--- config.mk ---
export PLATFORM = sky130hd
export DESIGN_NAME = rsim_irq_mux
export DESIGN_NICKNAME = d
export VERILOG_FILES = /design/src/rsim_pkg.sv /design/src/rsim_irq_mux.sv
export SDC_FILE = /design/constraint.sdc
export NUM_CORES = 1
export LEC_CHECK = 0
export BUFFER_PORTS_ARGS = -buffer_cell sky130_fd_sc_hd__buf_2
export CAP_MARGIN = 5
export CORE_MARGIN = 5
export CORE_UTILIZATION = 46
export CTS_BUF_LIST = sky130_fd_sc_hd__clkbuf_8
export DETAILED_ROUTE_END_ITERATION = 12
export PLACE_DENSITY = 0.7
export RECOVER_POWER = 25
export SETUP_SLACK_MARGIN = 0.15
export SLEW_MARGIN = 10
export SYNTH_ARGS = -nofsm -noshare
export SYNTH_HDL_FRONTEND = slang
export SYNTH_SLANG_ARGS = --single-unit
--- constraint.sdc ---
create_clock -name mclk -period 1.7 [get_ports mclk]
set_input_delay 0.17 -clock mclk [delete_from_list [all_inputs] [get_ports mclk]]
set_output_delay 0.17 -clock mclk [all_outputs]
set_load 0.005 [all_outputs]
--- src/rsim_pkg.sv ---
/*
 * package for the shared interrupt pin priority logic of the rtc.
 * assumes one clock (mclk, 100 MHz) and an apb register slave.
 */
package rsim_pkg;

  // ------------------------------------------------------------------
  // register byte addresses
  // ------------------------------------------------------------------
  localparam logic [7:0] ADDR_DIG_CAL   = 8'h20; // index 08h
  localparam logic [7:0] ADDR_WDOG      = 8'h24; // index 09h
  localparam logic [7:0] ADDR_ALM1_MON  = 8'h28; // index 0ah
  localparam logic [7:0] ADDR_FLAGS     = 8'h3c; // index 0fh
  localparam logic [7:0] ADDR_TMR_CTL   = 8'h44; // index 11h
  localparam logic [7:0] ADDR_SRC       = 8'h80; // synchronised conditions and supply request
  localparam logic [7:0] ADDR_PIN_STAT  = 8'h84; // pin state readback

  // ------------------------------------------------------------------
  // field positions
  // ------------------------------------------------------------------
  localparam int BIT_LEVEL      = 7; // dig cal: discrete level
  localparam int BIT_FT         = 6; // dig cal: freq test enable
  localparam int BIT_OF_IE      = 7; // wdog: osc fail irq enable
  localparam int BIT_A1_IE      = 7; // alarm1 month: alarm irq enable
  localparam int BIT_BKUP_IE    = 5; // alarm1 month: backup irq enable
  localparam int BIT_TMR_IE     = 5; // timer control: timer irq enable
  localparam int BIT_WD_LSB     = 0; // wdog: multiplier field low bit
  localparam int BIT_WD_MSB     = 4; // wdog: multiplier field high bit
  localparam int BIT_OF_FLAG    = 2; // flags: osc fail flag

  // ------------------------------------------------------------------
  // reset values
  // ------------------------------------------------------------------
  localparam logic [7:0] RST_DIG_CAL  = 8'h80;
  localparam logic [7:0] RST_WDOG     = 8'h00;
  localparam logic [7:0] RST_ALM1_MON = 8'h00;
  localparam logic [7:0] RST_TMR_CTL  = 8'h00;
  localparam logic       RST_OF_FLAG  = 1'b1;

  // ------------------------------------------------------------------
  // timing: 512 hz test square wave from the 100 mhz clock
  // ------------------------------------------------------------------
  localparam int CLK_HZ      = 100_000_000;
  localparam int FT_HZ       = 512;
  localparam int FT_HALF_CYC = CLK_HZ / (2 * FT_HZ); // 97656 cycles

endpackage

--- src/rsim_irq_mux.sv ---
/*
 * shared open-drain interrupt pin priority logic with its apb registers.
 * assumes an external pull-up on the pin, source conditions from the
 * rtc core as inputs, and power state from the switchover logic.
 */
`timescale 1ns/1ps

// Function
// - sources, test signal, level onto one pin
// - pin only pulled low or released
// - four interrupt conditions ored into request
// - selected test outputs 512 hz square
// - backup: only alarm and osc fail count
// - supply, level 0, test 0: pin low
// - supply, test 1: square if level 0/none enabled
// - supply, level 1, enabled: low on condition
// - supply, level 1, test 0, nothing enabled: released
// - backup ignores test bit entirely
// - backup, backup enable 0: released
// - backup, level 1, none enabled: released
// - backup, enable 1, level 0: low
// - backup, all set: low on condition
// - level bit7, test bit6 at 08h
// - alarm enable bit7, backup bit5 at 0ah
// - timer enable 11h bit5, osc 09h bit7
// - running watchdog counts as enabled source on supply
// - pin stays low until all cleared
// - osc fail flag sticky until written 0
// - osc enable gates flag immediately
module rsim_irq_mux #(
  parameter int FT_HALF = rsim_pkg::FT_HALF_CYC
) (
  input  wire logic        mclk,
  input  wire logic        nrst,
  input  wire logic        psel,
  input  wire logic        penable,
  input  wire logic        pwrite,
  input  wire logic [7:0]  paddr,
  input  wire logic [31:0] pwdata,
  output logic      [31:0] prdata,
  output logic             pready,
  output logic             pslverr,
  input  wire logic        battery_backup,
  input  wire logic        timer_cond,
  input  wire logic        alarm_one_cond,
  input  wire logic        watchdog_cond,
  input  wire logic        osc_fail_event,
  input  wire logic        shared_irq_pin_in,
  output logic             shared_irq_pin_out,
  output logic             shared_irq_pin_oe
);

  if (FT_HALF < 1 || FT_HALF > 131072) begin : g_bad_half
    $error("rsim_irq_mux: FT_HALF outside the 17-bit counter range");
  end

  // ------------------------------------------------------------------
  // input synchronisers
  // ------------------------------------------------------------------
  logic [4:0] sync1_r;
  logic [4:0] sync2_r;
  logic       bkup_s;
  logic       tmr_s;
  logic       a1_s;
  logic       wd_s;
  logic       ofev_s;

  // two flops per external level
  always_ff @(posedge mclk or negedge nrst) begin
    if (!nrst) begin
      sync1_r <= 5'h00;
      sync2_r <= 5'h00;
    end else begin
      sync1_r <= {battery_backup, timer_cond, alarm_one_cond,
                  watchdog_cond, osc_fail_event};
      sync2_r <= sync1_r;
    end
  end

  assign {bkup_s, tmr_s, a1_s, wd_s, ofev_s} = sync2_r;

  // ------------------------------------------------------------------
  // apb register file
  // ------------------------------------------------------------------
  logic [7:0] dig_cal_r;
  logic [7:0] wdog_r;
  logic [7:0] alm1_mon_r;
  logic [7:0] tmr_ctl_r;
  logic       osc_fail_flag_r;
  logic       wr_en;
  logic       rd_en;
  logic       addr_ok;

  assign wr_en = psel && penable && pwrite;
  assign rd_en = psel && penable && !pwrite;
  assign addr_ok = (paddr == rsim_pkg::ADDR_DIG_CAL)  ||
                   (paddr == rsim_pkg::ADDR_WDOG)     ||
                   (paddr == rsim_pkg::ADDR_ALM1_MON) ||
                   (paddr == rsim_pkg::ADDR_FLAGS)    ||
                   (paddr == rsim_pkg::ADDR_TMR_CTL)  ||
                   (paddr == rsim_pkg::ADDR_SRC)      ||
                   (paddr == rsim_pkg::ADDR_PIN_STAT);

  // control register writes
  always_ff @(posedge mclk or negedge nrst) begin
    if (!nrst) begin
      dig_cal_r  <= rsim_pkg::RST_DIG_CAL;
      wdog_r     <= rsim_pkg::RST_WDOG;
      alm1_mon_r <= rsim_pkg::RST_ALM1_MON;
      tmr_ctl_r  <= rsim_pkg::RST_TMR_CTL;
    end else if (wr_en) begin
      case (paddr)
        rsim_pkg::ADDR_DIG_CAL:  dig_cal_r  <= pwdata[7:0];
        rsim_pkg::ADDR_WDOG:     wdog_r     <= pwdata[7:0];
        rsim_pkg::ADDR_ALM1_MON: alm1_mon_r <= pwdata[7:0];
        rsim_pkg::ADDR_TMR_CTL:  tmr_ctl_r  <= pwdata[7:0];
        default: ;
      endcase
    end
  end

  // sticky osc fail flag: event wins over a clearing write, reads no effect
  always_ff @(posedge mclk or negedge nrst) begin
    if (!nrst) begin
      osc_fail_flag_r <= rsim_pkg::RST_OF_FLAG;
    end else if (ofev_s) begin
      osc_fail_flag_r <= 1'b1;
    end else if (wr_en && paddr == rsim_pkg::ADDR_FLAGS &&
                 !pwdata[rsim_pkg::BIT_OF_FLAG]) begin
      osc_fail_flag_r <= 1'b0;
    end
  end

  // ------------------------------------------------------------------
  // enables and request
  // ------------------------------------------------------------------
  logic level_bit;
  logic ft_bit;
  logic a1_ie;
  logic of_ie;
  logic bk_ie;
  logic tm_ie;
  logic wd_run;
  logic any_en_main;
  logic any_en_bkup;
  logic req_main;
  logic req_bkup;

  assign level_bit = dig_cal_r[rsim_pkg::BIT_LEVEL];
  assign ft_bit    = dig_cal_r[rsim_pkg::BIT_FT];
  assign a1_ie     = alm1_mon_r[rsim_pkg::BIT_A1_IE];
  assign bk_ie     = alm1_mon_r[rsim_pkg::BIT_BKUP_IE];
  assign of_ie     = wdog_r[rsim_pkg::BIT_OF_IE];
  assign tm_ie     = tmr_ctl_r[rsim_pkg::BIT_TMR_IE];
  // nonzero multiplier means the watchdog runs
  assign wd_run    = |wdog_r[rsim_pkg::BIT_WD_MSB:rsim_pkg::BIT_WD_LSB];

  assign any_en_main = a1_ie || of_ie || tm_ie || wd_run;
  assign any_en_bkup = a1_ie || of_ie;
  // level-sensitive or, so later sources add no transition
  assign req_main = (tm_ie && tmr_s) || (a1_ie && a1_s) ||
                    (wd_run && wd_s) || (of_ie && osc_fail_flag_r);
  assign req_bkup = (a1_ie && a1_s) || (of_ie && osc_fail_flag_r);

  // ------------------------------------------------------------------
  // 512 hz square generator
  // ------------------------------------------------------------------
  logic [16:0] ft_cnt_r;
  logic        ft_wave_r;

  // free running half-period counter
  always_ff @(posedge mclk or negedge nrst) begin
    if (!nrst) begin
      ft_cnt_r  <= 17'h00000;
      ft_wave_r <= 1'b0;
    end else if (ft_cnt_r == 17'(FT_HALF - 1)) begin
      ft_cnt_r  <= 17'h00000;
      ft_wave_r <= !ft_wave_r;
    end else begin
      ft_cnt_r  <= ft_cnt_r + 17'h00001;
    end
  end

  // ------------------------------------------------------------------
  // priority tables
  // ------------------------------------------------------------------
  logic pin_level;
  logic ft_sel;

  // pin level wanted: 1 released, 0 pulled low
  always_comb begin
    ft_sel = 1'b0;
    if (bkup_s) begin
      // test bit ignored here
      if (!bk_ie)            pin_level = 1'b1;
      else if (!level_bit)   pin_level = 1'b0;
      else if (!any_en_bkup) pin_level = 1'b1;
      else                   pin_level = !req_bkup;
    end else begin
      if (ft_bit && (!level_bit || !any_en_main)) begin
        ft_sel    = 1'b1;
        pin_level = ft_wave_r;
      end else if (!level_bit) pin_level = 1'b0;
      else if (!any_en_main)   pin_level = 1'b1;
      else                     pin_level = !req_main;
    end
  end

  logic pin_oe_r;
  logic ft_sel_r;

  // open drain: output low, enable only when pulling down
  always_ff @(posedge mclk or negedge nrst) begin
    if (!nrst) begin
      pin_oe_r <= 1'b0;
      ft_sel_r <= 1'b0;
    end else begin
      pin_oe_r <= !pin_level;
      ft_sel_r <= ft_sel;
    end
  end

  assign shared_irq_pin_oe  = pin_oe_r;
  assign shared_irq_pin_out = 1'b0;

  // ------------------------------------------------------------------
  // read data and response
  // ------------------------------------------------------------------
  logic [1:0] pin_in_sync_r;
  logic [31:0] rd_mux;

  // pin readback synchroniser
  always_ff @(posedge mclk or negedge nrst) begin
    if (!nrst) pin_in_sync_r <= 2'b11;
    else       pin_in_sync_r <= {pin_in_sync_r[0], shared_irq_pin_in};
  end

  always_comb begin
    rd_mux = 32'h00000000;
    unique case (paddr)
      rsim_pkg::ADDR_DIG_CAL:  rd_mux = {24'h000000, dig_cal_r};
      rsim_pkg::ADDR_WDOG:     rd_mux = {24'h000000, wdog_r};
      rsim_pkg::ADDR_ALM1_MON: rd_mux = {24'h000000, alm1_mon_r};
      rsim_pkg::ADDR_TMR_CTL:  rd_mux = {24'h000000, tmr_ctl_r};
      rsim_pkg::ADDR_FLAGS:    rd_mux = {29'h0000000, osc_fail_flag_r,
                                         2'h0};
      rsim_pkg::ADDR_SRC:      rd_mux = {27'h0000000, bkup_s, tmr_s,
                                         a1_s, wd_s, req_main};
      rsim_pkg::ADDR_PIN_STAT: rd_mux = {29'h0000000, ft_sel_r,
                                         pin_oe_r, pin_in_sync_r[1]};
      default:                 rd_mux = 32'h00000000;
    endcase
  end

  // zero wait state; error on unmapped address
  always_ff @(posedge mclk or negedge nrst) begin
    if (!nrst) begin
      prdata  <= 32'h00000000;
      pready  <= 1'b0;
      pslverr <= 1'b0;
    end else begin
      pready  <= psel && !penable;
      pslverr <= psel && !penable && !addr_ok;
      if (psel && !penable && !pwrite) prdata <= rd_mux;
    end
  end
endmodule

==> metrics.cfg <==
[run_status]
outcome=complete, no violations

[critical_path]
r2r-start=ft_cnt_r[0]
critPathCaptureType=flop
worstPathMaxFanout=5
startpoint_type=flop
r2r-end=ft_cnt_r[14]
ff2ff_setup_slack_ns=0.23
cp.required_ns=1.93
r2r_cells=6
worst_ep_arrival_time_ns=1.70
critPathKind=reg2reg

[detailed_routing]
ant_nets=0
avgViaCountPerCell=5.19
drc=0
wl_um=7760
vias=2508
first_pass_iters=4
first_iter_violations=115
wl_per_cell_um=16.1

[sta]
period_share_pct=86.3
drv_slew=0
hold_viol_final=0
setup_viol=0
tns_ns=0
slew-limit-headroom_pct=32.6
fmax_mhz=682
finClkSkew_ns=0.00433
rsz0062_at_grt=true
period_needed_ns=1.47
finalWorstSetupSlack_ns=0.233
worst_pin_slew_ns=1.01

[cts]
clk_latency_ns=0.34
cts_buffer_depth=2
cts_tree=built
htreeDepth=3
cts_buffers=9
clockRootBuffer=clkbuf_8
clk_transition_reported_paths_ns=0.08
clock_sinks=75

[layout]
syn_to_final_growth_pct=20.2
insertedDiodeCount=0
mostFrequentLayoutCell=dfrtp_1
drive_gt1_share_pct=34.6
final_cell_mix=dfrtp_1, buf_2, mux2_2
regArea_mm2=0.00188
nFillCells=677
nNetsFinal=428
multi_input_area_mm2=0.00154
final_cells=483

[power]
p_per_area_mw_per_mm2=864
switching_share_pct=22.9
leakagePower_nw=2.00
pwr-share-seq_pct=51.1
switching_power_w=0.000840
combPwrFrac_pct=7.3
ir_drop_mv=0.628
internal_power_w=0.00282
clock_power_share_pct=41.5

[floorplan]
core_area_mm2=0.00761
placementRows=32
die_x_um=97.6
initial_core_util_pct=46.4
dieHeight_um=97.6
die_area_mm2=0.00952
boundaryPins=87

[yosys]
yosysTopAreaCellShare_pct=50.4
syn_area_per_cell_um2=11.6
async_flop_share_pct=100
yosys_warnings=0
synth-edff-count=0
syn-instance-count=304
synthTopCellsByArea=dfrtp_1, mux2_2, buf_4
synth_top_area_cell=dfrtp_1
seq_area_frac_synth_pct=53.4
ys_types=54
syn_area_mm2=0.00353
ys_seq_elements=75
ys.flop_type=dfrtp_1

[job]
maxCapViolations=0

[placement]
gp_congestion=0.897
dp_slack_ns=-0.0552
dp_hpwl_um=5430
port_buffers=37
dp_cells=456

[hold_path]
hold_start=penable
hold_depth=2
min_to=pready
hp-class=in2reg

[global_route]
grt_usage_pct=17.0
grt_pass1_vias=2516
antenna_found_initial=0
grt_start_max_net_pins=76
overflow=0
grt_pass1_wl_um=12900

[final cells by class]
type                            instances  area share, %
Multi-Input combinational cell        217           36.3
Clock buffer                           10           3.25
Tap cell                              102           3.01
Clock inverter                          6           2.10
Sequential cell                        75           44.4
Timing Repair Buffer                   70           10.7
Inverter                                3          0.266
[worst max-delay path by stage]
stage                       from           end  slack [ns]  depth (start not counted)
floorplan               paddr[3]  tmr_ctl_r[0]       -0.05                          5
global placement        paddr[7]     prdata[2]       -0.07                          7
detailed placement      paddr[7]     prdata[7]       -0.06                          7
CTS                  ft_cnt_r[0]  ft_cnt_r[14]        0.17                          6
global route        ft_cnt_r[11]     ft_wave_r        0.12                          5
finish               ft_cnt_r[0]  ft_cnt_r[14]        0.23                          6
[cells in the mapped netlist, drive strengths merged (4+ instances only)]
| master | number |
|---|---|
| a22oi | 5 |
| nor3 | 6 |
| mux2i | 5 |
| nand2 | 15 |
| a21oi | 9 |
| dfstp | 4 |
| nand3 | 9 |
| nor2 | 28 |
| clkbuf | 4 |
| dfrtp | 71 |
| a221oi | 5 |
| nor4 | 6 |
| nor2b | 7 |
| a22o | 4 |
| xnor2 | 9 |
| buf | 29 |
| mux2 | 32 |
| xor2 | 6 |
[flip-flops by register name, indices dropped and copies added, names as in the netlist, 2 cells and up]
| signal | flops |
|---|---|
| alm1_mon_r | 8 |
| dig_cal_r | 8 |
| sync2_r | 5 |
| wdog_r | 8 |
| tmr_ctl_r | 8 |
| pin_in_sync_r | 2 |
| ft_cnt_r | 17 |
| prdata | 8 |
| sync1_r | 5 |
[power groups by stage]
stage / clock network [W] / registers [W] / logic (W)
3_3_place_gp: 0 / 0.00191 / 0.000258
3_5_place_dp: 0 / 0.00191 / 0.000262
2_1_floorplan: 0 / 0.00190 / 0.000147
5_1_grt: 0.00164 / 0.00188 / 0.000303
6_report: 0.00152 / 0.00187 / 0.000269
4_1_cts: 0.00156 / 0.00187 / 0.000276
[per-stage QoR]
stage	instance area (um2)	total power (W)	util, %	hold slack (ns)
2_1_floorplan	3650	0.00205	-	-0.126
5_1_grt	4240	0.00382	55.7	0.0265
3_5_place_dp	3890	0.00217	51.2	0.229
4_1_cts	4190	0.00371	55.1	0.0177
3_3_place_gp	3890	0.00216	51.2	0.231
6_report	4240	0.00366	55.7	0.0341
[per-layer routing]
metal | routed length [um] | vias to the layer above | GRT usage, %
li1 | - | 1188 | -
met1 | 3190 | 1228 | 21.9
met2 | 3890 | 80 | 27.8
met3 | 556 | 12 | 5.67
met4 | 127 | 0 | 4.37
met5 | 0 | - | 0
[worst max-delay path, stage by stage, from the launching register on]
cell and delay (ns):
dfrtp_1 0.39, ha_2 0.21, nand3_1 0.14, buf_4 0.20, nor4_2 0.20, xnor2_1 0.16, nor2_1 0.06
[cells by family after synthesis]
kind of cell	Yosys count	synth area share, %
muxes	37	11.6
adders and majority gates	1	0.355
buffers and inverters	36	6.74
xor gates and xnor gates	15	3.72
and+or+nand+nor	99	16.0
DFF	75	53.4
AOI/OAI and AO/OA	40	8.09
other	1	0.106
[repair_timing]
item / 4_1_cts / 5_1_grt
endpoints found under the hold margin: 77 / 0
resized for setup: 1 / 7
cloned: 0 / 0
endpoints found under the setup margin: 1 / 15
buffers inserted: 0 / 4
hold buffers: 7 / 0
Note: power is estimated with default switching activity, not from simulation.
